[config.mk]
export PLATFORM = sky130hd
export DESIGN_NAME = ppf_port_ctrl
export DESIGN_NICKNAME = d
export VERILOG_FILES = /design/src/ppf_pkg.sv /design/src/ppf_pio.sv /design/src/ppf_edge.sv /design/src/ppf_port_ctrl.sv
export SDC_FILE = /design/constraint.sdc
export NUM_CORES = 1
export LEC_CHECK = 0
export ABC_AREA = 1
export ABC_CLOCK_PERIOD_IN_PS = 1700
export BUFFER_PORTS_ARGS = -buffer_cell sky130_fd_sc_hd__buf_4
export CORE_MARGIN = 4
export CORE_UTILIZATION = 31
export CTS_BUF_LIST = sky130_fd_sc_hd__clkbuf_4
export CTS_CLUSTER_DIAMETER = 120
export CTS_CLUSTER_SIZE = 24
export DETAILED_ROUTE_END_ITERATION = 8
export GPL_ROUTABILITY_DRIVEN = 0
export PLACE_DENSITY_LB_ADDON = 0.3
export SYNTH_ARGS = -nofsm -noshare
export SYNTH_HDL_FRONTEND = slang
export SYNTH_SLANG_ARGS = --single-unit
[constraint.sdc]
create_clock -name hclk -period 1.7 [get_ports hclk]
set_clock_uncertainty 0.1 [all_clocks]
set_input_delay 0.425 -clock hclk [delete_from_list [all_inputs] [get_ports hclk]]
set_output_delay 0.425 -clock hclk [all_outputs]
set_load 0.01 [all_outputs]
[src/ppf_pkg.sv]
// package for the port pin function block: register map, reset values, field positions, carrier types
// assumes a single 10 MHz bus clock and an AHB-Lite master with whole-word single transfers
package ppf_pkg;

  // clock rate of hclk
  localparam int unsigned CLK_HZ        = 10_000_000;

  // port slots inside the block
  localparam int unsigned NPORT         = 6;
  localparam int unsigned PORT_GEN      = 0;
  localparam int unsigned PORT_ANALOG   = 1;
  localparam int unsigned PORT_TIMER    = 2;
  localparam int unsigned PORT_SEG_A    = 3;
  localparam int unsigned PORT_SEG_B    = 4;
  localparam int unsigned PORT_EDGE     = 5;

  // word index = haddr[6:2]; each port owns four words starting at port*4
  localparam logic [1:0] SEL_DATA       = 2'h0;
  localparam logic [1:0] SEL_MODE       = 2'h1;
  localparam logic [1:0] SEL_PULL       = 2'h2;
  localparam logic [4:0] IDX_PORT_END   = 5'h18;
  localparam logic [4:0] IDX_LCD_CTRL   = 5'h18;
  localparam logic [4:0] IDX_CLK_CTRL   = 5'h19;
  localparam logic [4:0] IDX_RISE_SEL   = 5'h1a;
  localparam logic [4:0] IDX_FALL_SEL   = 5'h1b;
  localparam logic [4:0] IDX_IRQ_STAT   = 5'h1c;
  localparam logic [4:0] IDX_IRQ_MASK   = 5'h1d;
  localparam logic [4:0] IDX_ALT_SEL    = 5'h1e;
  localparam logic [4:0] IDX_ADC_SEL    = 5'h1f;

  // reset values
  localparam logic [7:0]  MODE_RST      = 8'hff;
  localparam logic [7:0]  PULL_RST      = 8'h00;
  localparam logic [7:0]  LATCH_RST     = 8'h00;
  localparam logic [7:0]  CTRL_RST      = 8'h00;
  localparam logic [15:0] STAT_RST      = 16'h0000;

  // port 0 bits that are input only (bit 0, the unbonded bit 6, and the subclock shared bit 7)
  localparam logic [7:0]  GEN_IN_ONLY   = 8'hc1;
  localparam int unsigned SUBCLK_BIT    = 7;

  // field positions
  localparam int unsigned FB_CUT_BIT    = 6;
  localparam int unsigned ALT_TIMER_BIT = 0;
  localparam int unsigned NEXT_INT      = 6;
  localparam int unsigned STAT_EXT_LSB  = 0;
  localparam int unsigned STAT_EDGE_LSB = 8;
  localparam int unsigned NSEG_GROUP    = 4;

  // AHB encodings
  localparam logic [1:0]  HTRANS_NONSEQ = 2'b10;
  localparam logic        HRESP_OKAY    = 1'b0;

  typedef struct packed {
    logic [7:0] dout;
    logic [7:0] oe;
    logic [7:0] pu;
  } ppf_pin_group_type;

  typedef struct packed {
    logic       wr;
    logic       rd;
    logic [4:0] idx;
  } ppf_req_type;

endpackage : ppf_pkg

[src/ppf_pio.sv]
// one eight-bit bidirectional port: pin synchroniser, direction, pull-up and alternate output mux
// assumes mode bit 1 means input; alt_en takes the pin over as an output
`timescale 1ns/1ps
module ppf_pio
(
  input  wire logic                       hclk,
  input  wire logic                       hresetn,
  input  wire logic [7:0]                 pin_in,
  input  wire logic [7:0]                 mode,
  input  wire logic [7:0]                 latch,
  input  wire logic [7:0]                 pu_en,
  input  wire logic [7:0]                 pu_block,
  input  wire logic [7:0]                 alt_en,
  input  wire logic [7:0]                 alt_data,
  output ppf_pkg::ppf_pin_group_type      pins,
  output logic      [7:0]                 level
);

  logic [7:0] meta_ff;
  logic [7:0] level_ff;

  always_ff @(posedge hclk or negedge hresetn)
  begin
    if (!hresetn)
    begin
      meta_ff  <= 8'h00;
      level_ff <= 8'h00;
    end
    else
    begin
      meta_ff  <= pin_in;
      level_ff <= meta_ff;
    end
  end

  assign level     = level_ff;
  assign pins.oe   = alt_en | ~mode;
  assign pins.dout = (alt_en & alt_data) | (~alt_en & latch);
  assign pins.pu   = pu_en & mode & ~alt_en & ~pu_block;

endmodule : ppf_pio

[src/ppf_edge.sv]
// edge finder on already synchronised levels, with per-bit rising and falling enables
// assumes the level inputs come from flip-flops on hclk
`timescale 1ns/1ps
module ppf_edge
#(
  parameter int unsigned W = 8
)
(
  input  wire logic         hclk,
  input  wire logic         hresetn,
  input  wire logic [W-1:0] level,
  input  wire logic [W-1:0] rise_en,
  input  wire logic [W-1:0] fall_en,
  output logic      [W-1:0] hit
);

  logic [W-1:0] prev_ff;

  always_ff @(posedge hclk or negedge hresetn)
  begin
    if (!hresetn)
      prev_ff <= '0;
    else
      prev_ff <= level;
  end

  assign hit = (rise_en & level & ~prev_ff) | (fall_en & ~level & prev_ff);

endmodule : ppf_edge

[src/ppf_port_ctrl.sv]
// port pin function control: six ports, lcd segment sharing, analog sharing, timer output, pin interrupts
// assumes an AHB-Lite master with single word transfers; hready is the one slave's hreadyout
//
// How it works
// - every port bit has its own direction, except port 0 bits 0, 6 and 7, which are input only
// - input bits may switch on software pull-up
// - lcd control picks segment or port per pin pair
// - edge port flags falling edges on pins
// - six external interrupts choose rising, falling, both
// - analog pins input mode, pull-ups auto disabled
// - first timer pin carries the wide timer output
`timescale 1ns/1ps
module ppf_port_ctrl
(
  input  wire logic                                   hclk,
  input  wire logic                                   hresetn,
  input  wire logic                                   hsel,
  input  wire logic [31:0]                            haddr,
  input  wire logic [1:0]                             htrans,
  input  wire logic                                   hwrite,
  input  wire logic [2:0]                             hsize,
  input  wire logic [31:0]                            hwdata,
  input  wire logic                                   hready,
  output logic      [31:0]                            hrdata,
  output logic                                        hreadyout,
  output logic                                        hresp,
  input  wire logic [ppf_pkg::NPORT-1:0][7:0]         pin_in,
  output ppf_pkg::ppf_pin_group_type [ppf_pkg::NPORT-1:0] pins,
  input  wire logic [15:0]                            shared_segment_outputs,
  input  wire logic                                   wide_timer_out,
  output logic      [7:0]                             converter_input_sel,
  output logic                                        feedback_resistor_cut_bit,
  output logic      [ppf_pkg::NEXT_INT-1:0]           ext_int_req,
  output logic                                        irq
);

  ppf_pkg::ppf_req_type a_ff;
  ppf_pkg::ppf_req_type nxt_a;
  logic                 rd_done_ff;
  logic [31:0]          hrdata_ff;
  logic [31:0]          rdata;

  logic [ppf_pkg::NPORT-1:0][7:0] mode_ff;
  logic [ppf_pkg::NPORT-1:0][7:0] latch_ff;
  logic [ppf_pkg::NPORT-1:0][7:0] pull_ff;
  logic [ppf_pkg::NPORT-1:0][7:0] mode_eff;
  logic [ppf_pkg::NPORT-1:0][7:0] level;
  logic [ppf_pkg::NPORT-1:0][7:0] alt_en;
  logic [ppf_pkg::NPORT-1:0][7:0] alt_data;
  logic [ppf_pkg::NPORT-1:0][7:0] pu_block;
  logic [ppf_pkg::NPORT-1:0][7:0] port_view;

  logic [7:0]  lcd_display_control_reg_ff;
  logic [7:0]  processor_clock_control_reg_ff;
  logic [7:0]  rise_sel_ff;
  logic [7:0]  fall_sel_ff;
  logic [7:0]  alt_sel_ff;
  logic [7:0]  adc_sel_ff;
  logic [15:0] irq_stat_ff;
  logic [15:0] irq_mask_ff;
  logic [15:0] nxt_irq_stat;

  // bus decode
  wire        accept    = hsel & hready & (htrans == ppf_pkg::HTRANS_NONSEQ);
  wire        rd_cap    = a_ff.rd & ~rd_done_ff;
  wire        wr_fire   = a_ff.wr;
  wire [2:0]  d_port    = a_ff.idx[4:2];
  wire [1:0]  d_sel     = a_ff.idx[1:0];
  wire        d_is_port = a_ff.idx < ppf_pkg::IDX_PORT_END;
  wire [7:0]  wbyte     = hwdata[7:0];

  assign nxt_a.wr  = accept & hwrite;
  assign nxt_a.rd  = accept & ~hwrite;
  assign nxt_a.idx = haddr[6:2];

  // reads take one wait cycle so that read data always leaves a flip-flop
  assign hreadyout = ~rd_cap;
  assign hresp     = ppf_pkg::HRESP_OKAY;
  assign hrdata    = hrdata_ff;

  always_ff @(posedge hclk or negedge hresetn)
  begin
    if (!hresetn)
    begin
      a_ff       <= '0;
      rd_done_ff <= 1'b0;
      hrdata_ff  <= 32'h0000_0000;
    end
    else
    begin
      rd_done_ff <= rd_cap;
      if (rd_cap)
        hrdata_ff <= rdata;
      if (hready)
        a_ff <= nxt_a;
    end
  end

  // per-port registers and pin logic
  genvar gp;
  generate
    for (gp = 0; gp < ppf_pkg::NPORT; gp++)
    begin : g_port
      wire hit_port = wr_fire & d_is_port & (d_port == 3'(gp));

      always_ff @(posedge hclk or negedge hresetn)
      begin
        if (!hresetn)
        begin
          mode_ff[gp]  <= ppf_pkg::MODE_RST;
          latch_ff[gp] <= ppf_pkg::LATCH_RST;
          pull_ff[gp]  <= ppf_pkg::PULL_RST;
        end
        else
        begin
          if (hit_port && d_sel == ppf_pkg::SEL_MODE)
            mode_ff[gp] <= wbyte;
          if (hit_port && d_sel == ppf_pkg::SEL_DATA)
            latch_ff[gp] <= wbyte;
          if (hit_port && d_sel == ppf_pkg::SEL_PULL)
            pull_ff[gp] <= wbyte;
        end
      end

      // a pin in output mode reads back its latch, in input mode its level
      assign port_view[gp] = (latch_ff[gp] & ~mode_eff[gp]) | (level[gp] & mode_eff[gp]);

      ppf_pio u_pio
      (
        .hclk     (hclk),
        .hresetn  (hresetn),
        .pin_in   (pin_in[gp]),
        .mode     (mode_eff[gp]),
        .latch    (latch_ff[gp]),
        .pu_en    (pull_ff[gp]),
        .pu_block (pu_block[gp]),
        .alt_en   (alt_en[gp]),
        .alt_data (alt_data[gp]),
        .pins     (pins[gp]),
        .level    (level[gp])
      );
    end
  endgenerate

  // input-only bits of port 0 never drive and never pull
  assign mode_eff[ppf_pkg::PORT_GEN]    = mode_ff[ppf_pkg::PORT_GEN] | ppf_pkg::GEN_IN_ONLY;
  assign mode_eff[ppf_pkg::PORT_ANALOG] = mode_ff[ppf_pkg::PORT_ANALOG];
  assign mode_eff[ppf_pkg::PORT_TIMER]  = mode_ff[ppf_pkg::PORT_TIMER];
  assign mode_eff[ppf_pkg::PORT_SEG_A]  = mode_ff[ppf_pkg::PORT_SEG_A];
  assign mode_eff[ppf_pkg::PORT_SEG_B]  = mode_ff[ppf_pkg::PORT_SEG_B];
  assign mode_eff[ppf_pkg::PORT_EDGE]   = mode_ff[ppf_pkg::PORT_EDGE];

  assign pu_block[ppf_pkg::PORT_GEN]    = ppf_pkg::GEN_IN_ONLY;
  assign pu_block[ppf_pkg::PORT_ANALOG] = adc_sel_ff;
  assign pu_block[ppf_pkg::PORT_TIMER]  = 8'h00;
  assign pu_block[ppf_pkg::PORT_SEG_A]  = 8'h00;
  assign pu_block[ppf_pkg::PORT_SEG_B]  = 8'h00;
  assign pu_block[ppf_pkg::PORT_EDGE]   = 8'h00;

  // segment sharing in pairs of pins
  logic [7:0] seg_en_a;
  logic [7:0] seg_en_b;
  genvar gg;
  generate
    for (gg = 0; gg < ppf_pkg::NSEG_GROUP; gg++)
    begin : g_seg
      assign seg_en_a[2*gg +: 2] = {2{lcd_display_control_reg_ff[gg]}};
      assign seg_en_b[2*gg +: 2] = {2{lcd_display_control_reg_ff[gg + ppf_pkg::NSEG_GROUP]}};
    end
  endgenerate

  assign alt_en[ppf_pkg::PORT_GEN]      = 8'h00;
  assign alt_en[ppf_pkg::PORT_ANALOG]   = 8'h00;
  assign alt_en[ppf_pkg::PORT_TIMER]    = {7'h00, alt_sel_ff[ppf_pkg::ALT_TIMER_BIT]};
  assign alt_en[ppf_pkg::PORT_SEG_A]    = seg_en_a;
  assign alt_en[ppf_pkg::PORT_SEG_B]    = seg_en_b;
  assign alt_en[ppf_pkg::PORT_EDGE]     = 8'h00;
  assign alt_data[ppf_pkg::PORT_GEN]    = 8'h00;
  assign alt_data[ppf_pkg::PORT_ANALOG] = 8'h00;
  assign alt_data[ppf_pkg::PORT_TIMER]  = {7'h00, wide_timer_out};
  assign alt_data[ppf_pkg::PORT_SEG_A]  = shared_segment_outputs[7:0];
  assign alt_data[ppf_pkg::PORT_SEG_B]  = shared_segment_outputs[15:8];
  assign alt_data[ppf_pkg::PORT_EDGE]   = 8'h00;

  // analog selection only takes a pin whose direction is input
  assign converter_input_sel        = adc_sel_ff & mode_ff[ppf_pkg::PORT_ANALOG];
  assign feedback_resistor_cut_bit  = processor_clock_control_reg_ff[ppf_pkg::FB_CUT_BIT];

  // control registers
  wire wr_lcd  = wr_fire & (a_ff.idx == ppf_pkg::IDX_LCD_CTRL);
  wire wr_clk  = wr_fire & (a_ff.idx == ppf_pkg::IDX_CLK_CTRL);
  wire wr_rise = wr_fire & (a_ff.idx == ppf_pkg::IDX_RISE_SEL);
  wire wr_fall = wr_fire & (a_ff.idx == ppf_pkg::IDX_FALL_SEL);
  wire wr_mask = wr_fire & (a_ff.idx == ppf_pkg::IDX_IRQ_MASK);
  wire wr_alt  = wr_fire & (a_ff.idx == ppf_pkg::IDX_ALT_SEL);
  wire wr_adc  = wr_fire & (a_ff.idx == ppf_pkg::IDX_ADC_SEL);

  always_ff @(posedge hclk or negedge hresetn)
  begin
    if (!hresetn)
    begin
      lcd_display_control_reg_ff     <= ppf_pkg::CTRL_RST;
      processor_clock_control_reg_ff <= ppf_pkg::CTRL_RST;
      rise_sel_ff                    <= ppf_pkg::CTRL_RST;
      fall_sel_ff                    <= ppf_pkg::CTRL_RST;
      alt_sel_ff                     <= ppf_pkg::CTRL_RST;
      adc_sel_ff                     <= ppf_pkg::CTRL_RST;
      irq_mask_ff                    <= ppf_pkg::STAT_RST;
    end
    else
    begin
      if (wr_lcd)
        lcd_display_control_reg_ff <= wbyte;
      if (wr_clk)
        processor_clock_control_reg_ff <= wbyte;
      if (wr_rise)
        rise_sel_ff <= wbyte;
      if (wr_fall)
        fall_sel_ff <= wbyte;
      if (wr_alt)
        alt_sel_ff <= wbyte;
      if (wr_adc)
        adc_sel_ff <= wbyte;
      if (wr_mask)
        irq_mask_ff <= hwdata[15:0];
    end
  end

  // edge detection on external interrupt pins and on the edge port
  logic [ppf_pkg::NEXT_INT-1:0] ext_hit;
  logic [7:0]                   edge_hit;

  ppf_edge #(.W(ppf_pkg::NEXT_INT)) u_ext_edge
  (
    .hclk    (hclk),
    .hresetn (hresetn),
    .level   (level[ppf_pkg::PORT_GEN][ppf_pkg::NEXT_INT-1:0]),
    .rise_en (rise_sel_ff[ppf_pkg::NEXT_INT-1:0]),
    .fall_en (fall_sel_ff[ppf_pkg::NEXT_INT-1:0]),
    .hit     (ext_hit)
  );

  ppf_edge #(.W(8)) u_fall_edge
  (
    .hclk    (hclk),
    .hresetn (hresetn),
    .level   (level[ppf_pkg::PORT_EDGE]),
    .rise_en (8'h00),
    .fall_en (8'hff),
    .hit     (edge_hit)
  );

  assign ext_int_req = ext_hit;

  // sticky status, cleared by a read; an event in the clearing cycle survives
  wire [15:0] stat_events = {edge_hit, 2'b00, ext_hit};
  wire        stat_clr    = rd_cap & (a_ff.idx == ppf_pkg::IDX_IRQ_STAT);
  assign nxt_irq_stat = (stat_clr ? 16'h0000 : irq_stat_ff) | stat_events;

  always_ff @(posedge hclk or negedge hresetn)
  begin
    if (!hresetn)
      irq_stat_ff <= ppf_pkg::STAT_RST;
    else
      irq_stat_ff <= nxt_irq_stat;
  end

  assign irq = |(irq_stat_ff & irq_mask_ff);

  // read mux
  wire [7:0] port_rd = (d_sel == ppf_pkg::SEL_DATA) ? port_view[d_port] :
                       (d_sel == ppf_pkg::SEL_MODE) ? mode_eff[d_port]  :
                       (d_sel == ppf_pkg::SEL_PULL) ? pull_ff[d_port]   : 8'h00;
  wire [15:0] misc_rd =
    (a_ff.idx == ppf_pkg::IDX_LCD_CTRL) ? {8'h00, lcd_display_control_reg_ff}     :
    (a_ff.idx == ppf_pkg::IDX_CLK_CTRL) ? {8'h00, processor_clock_control_reg_ff} :
    (a_ff.idx == ppf_pkg::IDX_RISE_SEL) ? {8'h00, rise_sel_ff}                    :
    (a_ff.idx == ppf_pkg::IDX_FALL_SEL) ? {8'h00, fall_sel_ff}                    :
    (a_ff.idx == ppf_pkg::IDX_IRQ_STAT) ? irq_stat_ff                             :
    (a_ff.idx == ppf_pkg::IDX_IRQ_MASK) ? irq_mask_ff                             :
    (a_ff.idx == ppf_pkg::IDX_ALT_SEL)  ? {8'h00, alt_sel_ff}                     :
                                          {8'h00, adc_sel_ff};
  assign rdata = d_is_port ? {24'h00_0000, port_rd} : {16'h0000, misc_rd};

  // checks
  a_dir_indep: assert property (@(posedge hclk) disable iff (!hresetn)
    pins[ppf_pkg::PORT_EDGE].oe == ~mode_ff[ppf_pkg::PORT_EDGE])
    else $error("edge port direction does not follow its mode bits");

  a_pull_input: assert property (@(posedge hclk) disable iff (!hresetn)
    $rose(pull_ff[ppf_pkg::PORT_EDGE][0]) && mode_ff[ppf_pkg::PORT_EDGE][0]
      |-> pins[ppf_pkg::PORT_EDGE].pu[0])
    else $error("pull-up not applied to an input pin");

  a_pull_output: assert property (@(posedge hclk) disable iff (!hresetn)
    (pins[ppf_pkg::PORT_TIMER].pu & ~mode_ff[ppf_pkg::PORT_TIMER]) == 8'h00 &&
    (pins[ppf_pkg::PORT_EDGE].pu & ~mode_ff[ppf_pkg::PORT_EDGE]) == 8'h00)
    else $error("pull-up on an output pin");

  a_seg_pair: assert property (@(posedge hclk) disable iff (!hresetn)
    lcd_display_control_reg_ff[0] |->
      pins[ppf_pkg::PORT_SEG_A].oe[1:0] == 2'b11 &&
      pins[ppf_pkg::PORT_SEG_A].dout[1:0] == shared_segment_outputs[1:0])
    else $error("segment pair not routed to port a pins");

  a_seg_pair_b: assert property (@(posedge hclk) disable iff (!hresetn)
    lcd_display_control_reg_ff[5] |->
      pins[ppf_pkg::PORT_SEG_B].oe[3:2] == 2'b11 &&
      pins[ppf_pkg::PORT_SEG_B].dout[3:2] == shared_segment_outputs[11:10])
    else $error("segment pair not routed to port b pins");

  a_fall_flag: assert property (@(posedge hclk) disable iff (!hresetn)
    $fell(level[ppf_pkg::PORT_EDGE][3]) |=> irq_stat_ff[ppf_pkg::STAT_EDGE_LSB + 3])
    else $error("falling edge on edge port not flagged");

  a_rise_select: assert property (@(posedge hclk) disable iff (!hresetn)
    $rose(level[ppf_pkg::PORT_GEN][2]) |-> (ext_int_req[2] == rise_sel_ff[2]))
    else $error("rising edge request does not match edge select");

  a_fall_select: assert property (@(posedge hclk) disable iff (!hresetn)
    $fell(level[ppf_pkg::PORT_GEN][2]) && fall_sel_ff[2] |-> ext_int_req[2] ##1 irq_stat_ff[2])
    else $error("falling edge request lost");

  a_adc_pullup: assert property (@(posedge hclk) disable iff (!hresetn)
    adc_sel_ff[3] |-> !pins[ppf_pkg::PORT_ANALOG].pu[3])
    else $error("pull-up left on an analog input");

  a_timer_out: assert property (@(posedge hclk) disable iff (!hresetn)
    alt_sel_ff[ppf_pkg::ALT_TIMER_BIT] |->
      pins[ppf_pkg::PORT_TIMER].oe[0] && pins[ppf_pkg::PORT_TIMER].dout[0] == wide_timer_out)
    else $error("timer output not on first timer pin");

  a_timer_off: assert property (@(posedge hclk) disable iff (!hresetn)
    !alt_sel_ff[ppf_pkg::ALT_TIMER_BIT] && mode_ff[ppf_pkg::PORT_TIMER][0]
      |-> !pins[ppf_pkg::PORT_TIMER].oe[0])
    else $error("first timer pin drives while released to input");

  a_reset_inputs: assert property (@(posedge hclk) disable iff (!hresetn)
    !$past(hresetn) |-> pins[ppf_pkg::PORT_SEG_B].oe == 8'h00 && pins[ppf_pkg::PORT_EDGE].pu == 8'h00)
    else $error("pin driving or pulled right after reset");

  a_read_clear: assert property (@(posedge hclk) disable iff (!hresetn)
    stat_clr && stat_events == 16'h0000 |=> irq_stat_ff == 16'h0000 && hreadyout)
    else $error("status not cleared by its read");

endmodule : ppf_port_ctrl

==> out/qor.csv <==
metric;value;unit
run status;complete, but fails checks;
failing checks;setup timing;
starting DRC count in detailed routing;1330;
Avg Cell Area, Syn;8.24;µm²
Power, Total;22.5;mW
Die W;231;µm
Data arrival, critical path;1.92;ns
Leakage;13.0;nW
Sequential Power Share;46.3;%
final core utilization;51.5;%
CP Launch Type;flip-flop;
CP Max Fanout;2;
Critical R2R Capture;hrdata[4];
via-per-instance ratio;4.85;
Yosys top cell area share;50.0;%
Hold Crit Class;input port to asynchronous set/reset pin;
Post-synth EDFFs;0;
drt drc;0;
CP delay by family, top;flip-flops;
vias in the first global route;15400;
I/O Buffers;263;
PnR worst setup slack;-0.748;ns
Worst Tran Pin Value;0.580;ns
post-route ant nets;0;
Yosys cell types;28;
Slew Viols, Final;0;
Buf/Inv on CP;2;
CTS HTree Levels;1;
first-pass GRT wire length;91.6;mm
synth warn;0;
largest net degree at the start of global routing;89;
post-placement setup slack;-0.306;ns
Mapped Area;15400;µm²
Synth top cells by count;nand2_1, dfrtp_1, o21ai_0, inv_1, nor2_1;
Sw Pwr;7.84;mW
most common cell in the netlist;nand2_1;
setup violators final;265;
FP Rows;81;
fin crit share;144;%
critical path's slowest cell;dfstp_2;
share of cells above drive strength 1;46.1;%
RSZ-0062 raised after global routing;yes;
Sw Share;34.8;%
VDD IR max;0.000584;V
Seq/Total Area, Yosys;57.6;%
total of max-cap violations;0;
synthesized instance count;1873;
Synth async-reset ratio;100;%
Worst-Skew Late Latency;0.82;ns
clk buf depth;3;
DIE HEIGHT;231;µm
Min Clock Period, post-route;2.45;ns
clock sink count;353;
CTS tree;done;
main area contributors after synthesis;dfrtp_1, nand2_1, o21ai_0, dfstp_2, inv_1;
clk slew on worst S/H paths;0.27;ns
Top FF cell, synth;dfrtp_1;
hpwl dp;42.3;mm
Worst path max stage delay;0.61;ns
nets@finish;2701;
CP Capture Type;output port;
initial antenna violation count;1;
clock power share;15.2;%
area leader, netlist;dfrtp_1;
Critical Path RT;1.17;ns
Crit path depth;4;
crit path cell chain;inv_2 > or2_4 > nor2_2 > buf_4;
router iterations before antenna repair;5;
Core Region;49100;µm²
Combinational Power Share;38.5;%
Final Hold Viols;0;
Worst Path Class, Setup;flip-flop to output port;
r2r startpoint;a_ff[2];
CTS root buffer;clkbuf_4;
#FFs+latches synth;353;
Initial Utilization;31.4;%
pwr dens;893;nW/µm²
Num CTS Buffers;18;
R2R cell count;12;
Die ar.;53400;µm²
Ports;333;
Pint;14.7;mW
Vias;15700;
Slew headroom;60.9;%
Highest Clock Rate;408;MHz
area grow syn2layout;63.7;%
grt total ovfl;0;
total track usage;22.2;%
R2R Setup Slk;-0.35;ns
Post-Route WL;63.3;mm
WL/cell;19.5;µm
registers in the layout (all words and copies together) (netlist names), 14 cells and up:
signal,count
g_port.u_pio.meta_ff,48
g_port.u_pio.level,48
latch_ff,48
pull_ff,48
hrdata,16
irq_stat_ff,14
irq_mask_ff,16
mode_eff,45
placed cells by master (no fill, tap or decap), types with 5 or more instances in the layout:
master and instances:
nand2_1 437, buf_4 361, dfrtp_1 297, buf_6 260, o21ai_0 120, inv_1 114, nor2_1 113, nand2_2 105
o21ai_1 90, dlygate4sd3_1 76, inv_2 74, nand2_4 64, dfstp_2 45, o21ai_2 39, a21oi_1 36, buf_12 36
nor2_4 34, nand3_1 34, clkbuf_4 30, nor2_2 26, conb_1 23, o211ai_1 19, nand3_2 16, dfrtp_2 11
inv_4 10, buf_8 10, o22ai_2 9, a21oi_2 9, nor3_1 8, nand2_8 7, o21bai_1 7, nand3_4 5
power groups by stage:
stage / Clock, mW / Sequential [mW] / Combinational (mW)
floorplan: 0 / 10.3 / 2.30
global route: 3.80 / 10.5 / 9.26
CTS: 3.53 / 10.3 / 7.77
finish: 3.44 / 10.4 / 8.68
global placement: 0 / 10.4 / 5.47
detailed placement: 0 / 10.4 / 5.53
timing repair:
item | 4_1_cts | 5_1_grt
pin swaps | 89 | 102
buffers inserted | 163 | 55
hold buffers | 76 | 0
setup endpoints to repair | 383 | 405
gates resized for setup | 599 | 416
endpoints found under the hold margin | 572 | 0
gates cloned | 8 | 12
per-stage QoR:
stage,setup TNS [ns],hold WS (ns),cells,cell area (µm²)
3_3_place_gp,-15.78,0.168,2916,19600
5_1_grt,-103.06,0.00256,3238,25300
6_report,-80.13,0.0527,3238,25300
4_1_cts,-85.11,0.0140,3182,23600
3_5_place_dp,-18.44,0.174,2916,19600
2_1_floorplan,0,0.0294,1895,15500
layer usage:
| layer | vias to the layer above | wire length, µm | track usage (%) |
|---|---|---|---|
| met3 | 138 | 4220 | 3.09 |
| met5 | - | 0 | 0 |
| met2 | 732 | 30400 | 36.6 |
| met1 | 7608 | 26100 | 30.2 |
| met4 | 0 | 2560 | 7.61 |
| li1 | 7226 | - | - |
cell type report:
type	instances	area [µm²]
fill	4406	23800
sequential	353	8900
timing repair buffer	750	7430
multi-input combinational	1236	7020
tap	664	831
inverter	203	825
clock buffer	30	225
clock inverter	1	8.76
antenna	1	2.50
worst max-delay path by stage:
stage                    startpoint   endpoint  slack, ns
finish                 mode_eff[16]   pins[48]      -0.75
global route        irq_mask_ff[11]        irq      -0.86
detailed placement          a_ff[4]  hrdata[5]      -0.31
global placement            a_ff[4]  hrdata[5]      -0.30
CTS                    mode_eff[16]   pins[48]      -0.80
floorplan                   a_ff[2]  hrdata[7]      0.008
tightest hold or removal path, delay by kind of cell:
kind     cells  cell delay (ns)
buf+inv      3             0.94
logic make-up (layout without fill, tap and decap cells):
| logic type | count (synthesis) | in the layout | share of synthesized area (%) |
|---|---|---|---|
| buffers and inverters | 308 | 984 | 8.42 |
| other | 1 | 24 | 0.0243 |
| AO/OA/AOI/OAI | 344 | 344 | 11.8 |
| flip-flops | 353 | 353 | 57.6 |
| AND/OR/NAND/NOR | 867 | 869 | 22.1 |
No activity file was read; power rests on OpenSTA's default activity.
